### src/verilog/pot_cmd_pkg.sv
package pot_cmd_pkg;

    // Device type nibble expected in the first byte (arbitrary value)
    localparam logic [3:0] DEVICE_TYPE_ID = 4'hA;

    // Instruction opcodes
    localparam logic [3:0] OP_READ_WIPER = 4'h9;
    localparam logic [3:0] OP_WRITE_WIPER = 4'hA;
    localparam logic [3:0] OP_READ_STORED = 4'hB;
    localparam logic [3:0] OP_WRITE_STORED = 4'hC;
    localparam logic [3:0] OP_STORED_TO_WIPER = 4'hD;
    localparam logic [3:0] OP_WIPER_TO_STORED = 4'hE;
    localparam logic [3:0] OP_GANG_STORED_TO_WIPER = 4'h1;
    localparam logic [3:0] OP_GANG_WIPER_TO_STORED = 4'h8;
    localparam logic [3:0] OP_STEP = 4'h2;

    // Instruction byte field positions
    localparam int OPCODE_MSB = 7;
    localparam int OPCODE_LSB = 4;
    localparam int SLOT_MSB = 3;
    localparam int SLOT_LSB = 2;
    localparam int POT_MSB = 1;
    localparam int POT_LSB = 0;

    // Wiper limits and reset values
    localparam logic [5:0] TAP_MIN = 6'h00;
    localparam logic [5:0] TAP_MAX = 6'h3F;
    localparam logic [5:0] STORED_RESET = 6'h00;
    localparam logic [2:0] BIT_LAST = 3'h7;

    // Non-volatile programming time
    localparam int CLK_FREQ_HZ = 25000000;
    localparam int NV_WRITE_TIME_MS = 5;
    localparam int NV_WRITE_CYCLES = (CLK_FREQ_HZ / 1000) * NV_WRITE_TIME_MS;

    typedef enum logic [2:0] {
        ST_IDLE = 3'b000,
        ST_ADDR = 3'b001,
        ST_INSTR = 3'b010,
        ST_WDATA = 3'b011,
        ST_RDATA = 3'b100,
        ST_STEP = 3'b101,
        ST_IGNORE = 3'b110
    } link_state_type;

endpackage : pot_cmd_pkg

### src/verilog/quad_pot_i2c_command_decoder.sv
`timescale 1ns/1ps
// Function
// - First byte: type nibble then four address bits matching address pins.
// - Slot bits 0..3 pick stored-setting slot 0..3 of a pot.
// - Opcode 1001 returns selected wiper position, top two bits zero.
// - Opcode 1010 third byte low six bits load the selected wiper.
// - Opcode 1011 returns addressed stored setting, top two bits zero.
// - Opcode 1100 third byte low six bits go to addressed stored setting.
// - Opcode 0001 copies chosen slot of every pot into its wiper.
// - Opcode 1000 copies every wiper into its chosen slot.
// - Opcode 1110 copies selected wiper into its chosen slot.
// - Opcode 1101 loads selected wiper from its chosen slot.
// - After opcode 0010 acknowledge, master clocks direction bits.
// - Step mode: SCL high with SDA high steps wiper up one tap.
// - Step mode: SCL high with SDA low steps wiper down one tap.
// - Non-volatile writes start programming only after STOP.
// - A stored-setting change takes at most 5 ms.
// - At reset each wiper loads from its slot 0.
module quad_pot_i2c_command_decoder #(
    parameter int NV_CYCLES = pot_cmd_pkg::NV_WRITE_CYCLES
) (
    input wire logic ref_clk,
    input wire logic rstn,
    input wire logic clk_en,
    input wire logic scl_in,
    input wire logic sda_in,
    output logic sda_out,
    output logic sda_oe,
    input wire logic [3:0] hw_addr,
    output logic [5:0] wiper_pos_0,
    output logic [5:0] wiper_pos_1,
    output logic [5:0] wiper_pos_2,
    output logic [5:0] wiper_pos_3,
    output logic nv_busy
);
    import pot_cmd_pkg::*;

    logic [5:0] wiper_position_reg [4];
    logic [5:0] stored_setting_reg [4][4];
    logic [2:0] scl_sync_reg;
    logic [2:0] sda_sync_reg;
    link_state_type state_reg;
    logic [7:0] shift_reg;
    logic [2:0] bit_cnt_reg;
    logic ack_phase_reg;
    logic ack_drive_reg;
    logic [7:0] tx_reg;
    logic [3:0] opcode_reg;
    logic [1:0] slot_reg;
    logic [1:0] pot_reg;
    logic nv_pending_reg;
    logic boot_reg;
    logic scl_rise, scl_fall, start_cond, stop_cond, scl_s, sda_s;
    logic [7:0] rx_byte;
    logic byte_done;
    logic instr_ok;
    logic nv_start;
    logic opcode_ack_pending;
    logic rdata_drive_reg;

    // Data in the low six bits, top two bits zero
    function automatic logic [7:0] pad6(input logic [5:0] v);
        pad6 = {2'b00, v};
    endfunction : pad6

    // Legal instruction byte check: wiper and step opcodes need zero slot bits, gang opcodes zero pot bits
    function automatic logic legal_instr(input logic [7:0] b);
        logic [3:0] op;
        op = b[OPCODE_MSB:OPCODE_LSB];
        unique case (op)
            OP_READ_WIPER, OP_WRITE_WIPER, OP_STEP:
                legal_instr = (b[SLOT_MSB:SLOT_LSB] == 2'b00);
            OP_GANG_STORED_TO_WIPER, OP_GANG_WIPER_TO_STORED:
                legal_instr = (b[POT_MSB:POT_LSB] == 2'b00);
            OP_READ_STORED, OP_WRITE_STORED, OP_STORED_TO_WIPER,
            OP_WIPER_TO_STORED:
                legal_instr = 1'b1;
            default:
                legal_instr = 1'b0;
        endcase
    endfunction : legal_instr

    ////////////////////////////////////////////////////////////////////////
    // Pin synchronisers; stage 0 is read only by stage 1
    always_ff @(posedge ref_clk or negedge rstn)
    begin
        if (!rstn)
        begin
            scl_sync_reg <= 3'b111;
            sda_sync_reg <= 3'b111;
        end
        else if (clk_en)
        begin
            scl_sync_reg <= {scl_sync_reg[1:0], scl_in};
            sda_sync_reg <= {sda_sync_reg[1:0], sda_in};
        end
    end

    assign scl_s = scl_sync_reg[1];
    assign sda_s = sda_sync_reg[1];
    assign scl_rise = clk_en && scl_s && !scl_sync_reg[2];
    assign scl_fall = clk_en && !scl_s && scl_sync_reg[2];
    // START and STOP are SDA edges while SCL stays high
    assign start_cond = clk_en && scl_s && scl_sync_reg[2] && !sda_s &&
                        sda_sync_reg[2];
    assign stop_cond = clk_en && scl_s && scl_sync_reg[2] && sda_s &&
                       !sda_sync_reg[2];
    assign rx_byte = {shift_reg[6:0], sda_s};
    assign byte_done = scl_rise && !ack_phase_reg && bit_cnt_reg == BIT_LAST;
    assign instr_ok = legal_instr(rx_byte);

    ////////////////////////////////////////////////////////////////////////
    // Bit counter and receive shifter; the ninth clock is the ack slot
    always_ff @(posedge ref_clk or negedge rstn)
    begin
        if (!rstn)
        begin
            shift_reg <= 8'h00;
            bit_cnt_reg <= 3'h0;
            ack_phase_reg <= 1'b0;
        end
        else if (start_cond || stop_cond)
        begin
            bit_cnt_reg <= 3'h0;
            ack_phase_reg <= 1'b0;
        end
        else if (scl_rise && (state_reg != ST_STEP || ack_phase_reg))
        begin
            if (ack_phase_reg)
            begin
                ack_phase_reg <= 1'b0;
            end
            else
            begin
                shift_reg <= rx_byte;
                bit_cnt_reg <= bit_cnt_reg + 3'h1;
                ack_phase_reg <= (bit_cnt_reg == BIT_LAST);
            end
        end
    end

    ////////////////////////////////////////////////////////////////////////
    // Transaction sequencer
    always_ff @(posedge ref_clk or negedge rstn)
    begin
        if (!rstn)
        begin
            state_reg <= ST_IDLE;
            opcode_reg <= 4'h0;
            slot_reg <= 2'b00;
            pot_reg <= 2'b00;
        end
        else if (start_cond)
        begin
            state_reg <= ST_ADDR;
        end
        else if (stop_cond)
        begin
            state_reg <= ST_IDLE;
        end
        else if (byte_done)
        begin
            unique case (state_reg)
                ST_ADDR:
                    // Address match on type nibble and pins
                    if (rx_byte[7:4] == DEVICE_TYPE_ID &&
                        rx_byte[3:0] == hw_addr)
                    begin
                        state_reg <= ST_INSTR;
                    end
                    else
                    begin
                        state_reg <= ST_IGNORE;
                    end
                ST_INSTR:
                    if (instr_ok)
                    begin
                        opcode_reg <= rx_byte[OPCODE_MSB:OPCODE_LSB];
                        slot_reg <= rx_byte[SLOT_MSB:SLOT_LSB];
                        pot_reg <= rx_byte[POT_MSB:POT_LSB];
                        unique case (rx_byte[OPCODE_MSB:OPCODE_LSB])
                            OP_READ_WIPER, OP_READ_STORED:
                                state_reg <= ST_RDATA;
                            OP_WRITE_WIPER, OP_WRITE_STORED:
                                state_reg <= ST_WDATA;
                            OP_STEP:
                                state_reg <= ST_STEP;
                            default:
                                state_reg <= ST_IGNORE;
                        endcase
                    end
                    else
                    begin
                        state_reg <= ST_IGNORE;
                    end
                ST_WDATA:
                    state_reg <= ST_IGNORE;
                ST_RDATA:
                    state_reg <= ST_IGNORE;
                default:
                    state_reg <= state_reg;
            endcase
        end
    end

    ////////////////////////////////////////////////////////////////////////
    // Read data shifter, loaded on the last instruction bit; read data ends after
    // one byte, so a master ack or nack both release the line
    always_ff @(posedge ref_clk or negedge rstn)
    begin
        if (!rstn)
        begin
            tx_reg <= 8'h00;
        end
        else if (byte_done && state_reg == ST_INSTR)
        begin
            if (rx_byte[OPCODE_MSB:OPCODE_LSB] == OP_READ_WIPER)
            begin
                tx_reg <= pad6(wiper_position_reg[rx_byte[1:0]]);
            end
            else
            begin
                tx_reg <= pad6(stored_setting_reg[rx_byte[1:0]]
                                                 [rx_byte[3:2]]);
            end
        end
        else if (scl_fall && state_reg == ST_RDATA && !ack_phase_reg &&
                 bit_cnt_reg != 3'h0)
        begin
            tx_reg <= {tx_reg[6:0], 1'b0};
        end
    end

    ////////////////////////////////////////////////////////////////////////
    // SDA driver: ack is set on the falling edge after bit 8, held one bit
    always_ff @(posedge ref_clk or negedge rstn)
    begin
        if (!rstn)
        begin
            ack_drive_reg <= 1'b0;
            rdata_drive_reg <= 1'b0;
        end
        else if (start_cond || stop_cond)
        begin
            ack_drive_reg <= 1'b0;
            rdata_drive_reg <= 1'b0;
        end
        else if (scl_fall)
        begin
            rdata_drive_reg <= state_reg == ST_RDATA && !ack_phase_reg;
            // Acks to address, instruction and write data
            ack_drive_reg <= ack_phase_reg &&
                             (state_reg == ST_INSTR || state_reg == ST_RDATA ||
                              state_reg == ST_WDATA || state_reg == ST_STEP ||
                              (state_reg == ST_IGNORE && opcode_ack_pending));
        end
    end

    // A write data byte just taken moves state to IGNORE; keep its ack
    always_ff @(posedge ref_clk or negedge rstn)
    begin
        if (!rstn)
        begin
            opcode_ack_pending <= 1'b0;
        end
        else if (start_cond || stop_cond)
        begin
            opcode_ack_pending <= 1'b0;
        end
        else if (byte_done)
        begin
            opcode_ack_pending <= (state_reg == ST_WDATA) ||
                                  (state_reg == ST_INSTR && instr_ok);
        end
    end

    // Read bits move on SCL fall only, so a last 0 bit cannot fake a STOP
    assign sda_oe = ack_drive_reg || (rdata_drive_reg && !tx_reg[7]);
    assign sda_out = 1'b0;

    ////////////////////////////////////////////////////////////////////////
    // Stored-setting array; programmed only when STOP ends a pending write
    logic [5:0] nv_data_reg;
    logic nv_gang_reg;
    always_ff @(posedge ref_clk or negedge rstn)
    begin
        if (!rstn)
        begin
            nv_pending_reg <= 1'b0;
            nv_data_reg <= STORED_RESET;
            nv_gang_reg <= 1'b0;
            for (int p = 0; p < 4; p++)
            begin
                for (int s = 0; s < 4; s++)
                begin
                    stored_setting_reg[p][s] <= STORED_RESET;
                end
            end
        end
        else if (start_cond)
        begin
            nv_pending_reg <= 1'b0; // Restart aborts the queued write
        end
        else if (stop_cond && nv_pending_reg && !nv_busy)
        begin
            nv_pending_reg <= 1'b0;
            // Launch programming at STOP
            for (int p = 0; p < 4; p++)
            begin
                if (nv_gang_reg)
                begin
                    stored_setting_reg[p][slot_reg] <=
                        wiper_position_reg[p];
                end
                else if (p[1:0] == pot_reg)
                begin
                    stored_setting_reg[p][slot_reg] <= nv_data_reg;
                end
            end
        end
        else if (byte_done && state_reg == ST_WDATA &&
                 opcode_reg == OP_WRITE_STORED)
        begin
            nv_pending_reg <= 1'b1;
            nv_gang_reg <= 1'b0;
            nv_data_reg <= rx_byte[5:0];
        end
        else if (byte_done && state_reg == ST_INSTR && instr_ok)
        begin
            if (rx_byte[7:4] == OP_WIPER_TO_STORED)
            begin
                nv_pending_reg <= 1'b1;
                nv_gang_reg <= 1'b0;
                nv_data_reg <= wiper_position_reg[rx_byte[1:0]];
            end
            else if (rx_byte[7:4] == OP_GANG_WIPER_TO_STORED)
            begin
                nv_pending_reg <= 1'b1;
                nv_gang_reg <= 1'b1;
            end
        end
    end

    assign nv_start = stop_cond && nv_pending_reg && !nv_busy;

    // Programming busy window
    nv_program_timer #(
        .CYCLES(NV_CYCLES)
    ) u_nv_timer (
        .ref_clk(ref_clk),
        .rstn(rstn),
        .clk_en(clk_en),
        .start(nv_start),
        .busy(nv_busy)
    );

    ////////////////////////////////////////////////////////////////////////
    // Wiper registers: boot recall, writes, copies and stepping
    always_ff @(posedge ref_clk or negedge rstn)
    begin
        if (!rstn)
        begin
            boot_reg <= 1'b1;
            for (int p = 0; p < 4; p++)
            begin
                wiper_position_reg[p] <= TAP_MIN;
            end
        end
        else if (clk_en)
        begin
            if (boot_reg)
            begin
                boot_reg <= 1'b0;
                for (int p = 0; p < 4; p++)
                begin
                    wiper_position_reg[p] <= stored_setting_reg[p][0];
                end
            end
            else if (byte_done && state_reg == ST_WDATA &&
                     opcode_reg == OP_WRITE_WIPER)
            begin
                wiper_position_reg[pot_reg] <= rx_byte[5:0];
            end
            else if (byte_done && state_reg == ST_INSTR && instr_ok &&
                     rx_byte[7:4] == OP_STORED_TO_WIPER)
            begin
                wiper_position_reg[rx_byte[1:0]] <=
                    stored_setting_reg[rx_byte[1:0]][rx_byte[3:2]];
            end
            else if (byte_done && state_reg == ST_INSTR && instr_ok &&
                     rx_byte[7:4] == OP_GANG_STORED_TO_WIPER)
            begin
                for (int p = 0; p < 4; p++)
                begin
                    wiper_position_reg[p] <=
                        stored_setting_reg[p][rx_byte[3:2]];
                end
            end
            else if (scl_rise && state_reg == ST_STEP && !ack_phase_reg)
            begin
                // Saturating step on each SCL pulse
                if (sda_s && wiper_position_reg[pot_reg] != TAP_MAX)
                begin
                    wiper_position_reg[pot_reg] <=
                        wiper_position_reg[pot_reg] + 6'h01;
                end
                else if (!sda_s && wiper_position_reg[pot_reg] != TAP_MIN)
                begin
                    wiper_position_reg[pot_reg] <=
                        wiper_position_reg[pot_reg] - 6'h01;
                end
            end
        end
    end

    assign wiper_pos_0 = wiper_position_reg[0];
    assign wiper_pos_1 = wiper_position_reg[1];
    assign wiper_pos_2 = wiper_position_reg[2];
    assign wiper_pos_3 = wiper_position_reg[3];

endmodule : quad_pot_i2c_command_decoder

### src/verilog/nv_program_timer.sv
`timescale 1ns/1ps
module nv_program_timer #(
    parameter int CYCLES = 125000
) (
    input wire logic ref_clk,
    input wire logic rstn,
    input wire logic clk_en,
    input wire logic start,
    output logic busy
);

    logic [23:0] count_reg;

    ////////////////////////////////////////////////////////////////////////
    // Counts down the programming cycle; start while busy is ignored
    always_ff @(posedge ref_clk or negedge rstn)
    begin
        if (!rstn)
        begin
            count_reg <= 24'h000000;
        end
        else if (clk_en)
        begin
            if (start && count_reg == 24'h000000)
            begin
                count_reg <= 24'(CYCLES);
            end
            else if (count_reg != 24'h000000)
            begin
                count_reg <= count_reg - 24'h000001;
            end
        end
    end

    assign busy = (count_reg != 24'h000000);

endmodule : nv_program_timer

### config.mk
export PLATFORM = sky130hd
export DESIGN_NAME = quad_pot_i2c_command_decoder
export DESIGN_NICKNAME = d
export VERILOG_FILES = /design/src/verilog/pot_cmd_pkg.sv /design/src/verilog/quad_pot_i2c_command_decoder.sv /design/src/verilog/nv_program_timer.sv
export SDC_FILE = /design/constraint.sdc
export NUM_CORES = 1
export LEC_CHECK = 0
export BUFFER_PORTS_ARGS = -buffer_cell sky130_fd_sc_hd__buf_2
export CAP_MARGIN = 10
export CELL_PAD_IN_SITES_DETAIL_PLACEMENT = 0
export CELL_PAD_IN_SITES_GLOBAL_PLACEMENT = 1
export CORE_MARGIN = 4
export CORE_UTILIZATION = 37
export CTS_CLUSTER_DIAMETER = 30
export DETAILED_ROUTE_END_ITERATION = 8
export PLACE_DENSITY_LB_ADDON = 0.08
export RECOVER_POWER = 100
export SLEW_MARGIN = 20
export SYNTH_ARGS = -nofsm -noshare
export SYNTH_HDL_FRONTEND = slang
export SYNTH_SLANG_ARGS = --single-unit
### constraint.sdc
create_clock -name ref_clk -period 6.04 [get_ports ref_clk]
set_input_delay 0.604 -clock ref_clk [delete_from_list [all_inputs] [get_ports ref_clk]]
set_output_delay 0.604 -clock ref_clk [all_outputs]
set_load 0.05 [all_outputs]
==> metrics.yaml <==
worst_setup_path:
  cp-end-kind: "flop"
  crit_top_cell: "mux4_2"
  arrival_ns: 4.64
  critical_path_required_ns: 6.34
  timing.rr.end: "tx_reg[5]"
  crit_slowest_cell: "clkbuf_1"
  slowest_delay_ns: 1.66
  crit_path_cell_trace: "clkbuf_1 > mux4_2 > mux4_2 > nor2b_1 > a211oi_1 > a21oi_1"
  r2r-start: "shift_reg[1]"
  r2r_setup_slack_ns: 1.70
  path_max_fanout: 27
  cp-start-kind: "flop"
  critPathKind: "reg -> reg"
  worstRegToRegCells: 6
die:
  start_util: 0.375
  fp.dieH_um: 179
  die_x_um: 179
  row_count: 62
  ioPinCount: 36
  core_area_um2: 28700
  die-area_um2: 31900
power_and_ir_drop:
  p_leak_nw: 4.72
  total_power_mw: 3.61
  ir_worst_vdd_mv: 0.184
  p_switching_mw: 1.24
  switching_share: 0.343
  power_density_nw_per_um2: 310
  clockPowerShare: 0.326
  combPwrFrac: 0.222
  internal_power_mw: 2.37
  seq_power_share: 0.451
global_routing:
  antenna_found_initial: 2
  grt_pass1_vias: 8519
  grt_pass1_wl_um: 54600
  globalRouteOverflowTotal: 0
  grt_max_degree: 112
  grt_usage: 0.230
placed_design:
  dp.cells: 1424
  port_buffers: 34
  routabilityCongestion: 0.933
  dp_hpwl_um: 25300
yosys:
  synth_edf_count: 0
  synth.distinct_cells: 83
  synthFlopType: "dfrtp_1"
  synthArstFlopShare: 1.00
  avgSynthCellArea_um2: 10.1
  ys_warn_count: 0
  post_synth_instance_area_um2: 10800
  syn_nets: 1079
  ys_seq_area_frac: 0.447
  ys_seq_elements: 192
  synthCells: 1063
clocking:
  holdBufCountCts: 0
  htree_levels: 4
  cts_setup_buffers: 0
  cts_buffer_depth: 2
  cts_root_buf: "clkbuf_16"
  ctsResizeCount: 0
  cts_sinks: 192
  clk_pin_slew_ns: 0.07
  cts_tree: "built"
  cts_buffers: 17
  clock_latency_ns: 0.45
route:
  viasPerCell: 5.86
  drt_first_pass_iters: 5
  vias: 8532
  wl_per_cell_um: 24.2
  ant_nets: 0
  drt_iter0_drc: 868
  drc_errors: 0
  routed_wirelength_um: 35300
run_status:
  violations: "max-capacitance violations, max-slew violations"
  status: "finished with violations"
sta:
  relSlewSlack: -0.899
  setup_viol: 0
  finalHoldViolCount: 0
  drv_slew: 140
  tightest_slew_ns: 2.85
  rsz0062_at_grt: "no"
  fin_setup_tns_ns: 0
  finalCriticalPeriod_ns: 4.34
  period_share: 0.718
  fin_worst_skew_ns: 0.0137
  fmax_ghz: 0.231
hold_path:
  hold_depth: 2
  whs_endpoint: "sda_sync_reg[0]"
  hp-start: "sda_in"
  min_path_type: "in -> reg"
finish:
  diodes: 0
  syn_to_final_growth_pct: 8.17
  fillers: 2891
  largest_reg_flops: 96
  finalNonFillerCells: 1456
  final_cell_mix: "dfrtp_1 (184), nand2_1 (149), o21ai_0 (138), a21oi_1 (60), nor2_1 (43)"
  layout_commonest_cell: "dfrtp_1"
  drive_gt1_frac: 0.130
  finalNetCount: 1075
job:
  drv_cap: 2
worst max-delay path, delay by kind of cell, from the launching register on:
kind            cells  cell delay, ns
simple gates        1            0.16
buf+inv             1            1.66
compound gates      2            0.44
flops               1            0.60
mux                 2            1.31
power groups by stage:
stage               sequential (mW)  combinational (mW)  clock [mW]
detailed placement             1.65               0.818           0
floorplan                      1.54               0.652           0
CTS                            1.63               0.819        1.21
global route                   1.66               0.893        1.26
global placement               1.65               0.814           0
finish                         1.63               0.803        1.18
Yosys cell counts, types with 6 or more instances:
library cell	instances	area share
a31oi_1	14	0.0081
nand3b_1	7	0.0049
and2_1	6	0.0035
a211oi_1	10	0.0070
o21ai_0	137	0.064
nor2_1	43	0.015
xnor2_1	17	0.014
inv_1	18	0.0063
and3_1	6	0.0035
mux2i_1	9	0.0084
nand2_1	149	0.052
o211ai_1	9	0.0063
mux2_2	21	0.022
buf_6	7	0.0073
nor3_1	14	0.0065
buf_2	22	0.010
ha_1	7	0.0081
mux4_2	42	0.088
or4_1	6	0.0042
dfrtp_1	185	0.43
or3_1	8	0.0046
dfstp_2	7	0.017
nor2b_1	18	0.010
a32oi_1	7	0.0057
nand3_1	34	0.016
mux2_4	11	0.015
a22oi_1	9	0.0063
a22o_1	10	0.0081
a21oi_1	60	0.028
nand4_1	13	0.0076
nand2b_1	13	0.0076
xor2_1	7	0.0057
clkbuf_1	35	0.012
layer usage:
metal / global-route usage / up-vias / wire, um
met2: 0.343 / 253 / 15800
met3: 0.0551 / 45 / 1990
met4: 0.0604 / 4 / 654
met5: 0 / - / 27
met1: 0.336 / 4290 / 16800
li1: - / 3940 / -
worst max path at each step:
stage | start | slack [ns] | endpoint
after CTS | pot_reg[1] | 2.55 | wiper_pos_0[4]
after global placement | clk_en | 2.59 | stored_setting_reg[52]
final | shift_reg[1] | 1.70 | tx_reg[5]
after global routing | shift_reg[1] | 1.28 | tx_reg[5]
after floorplan | bit_cnt_reg[0] | 3.34 | wiper_pos_2[0]
after detailed placement | clk_en | 2.54 | stored_setting_reg[51]
metrics by stage:
step / setup WS [ns] / hold WS [ns] / utilization / area (um^2)
after floorplan: 3.34 / 0.308 / - / 10800
after global placement: 2.59 / 0.457 / 0.389 / 11200
after detailed placement: 2.54 / 0.465 / 0.389 / 11200
after CTS: 2.55 / 0.302 / 0.410 / 11800
after global routing: 1.28 / 0.368 / 0.406 / 11700
final: 1.70 / 0.387 / 0.406 / 11700
layout make-up:
cell class | count | area (um^2) | area share
multi-input cells | 782 | 5470 | 0.469
flip-flops and latches | 192 | 4810 | 0.413
well taps | 384 | 480 | 0.0412
clock buffers | 20 | 437 | 0.0375
repair buffers | 48 | 226 | 0.0194
clock inverters | 12 | 158 | 0.0135
inverters | 18 | 67.6 | 0.00580
kinds of logic after synthesis:
group / after synthesis / share of synthesized area
AOI/OAI and AO/OA: 308 / 0.178
xor gates and xnor gates: 24 / 0.0195
adders and majority gates: 7 / 0.00813
buffers and inverters: 89 / 0.0398
DFF: 192 / 0.447
muxes: 83 / 0.133
other: 1 / 0.000348
and+or+nand+nor: 359 / 0.174
No activity file was read; power rests on OpenSTA's default activity.
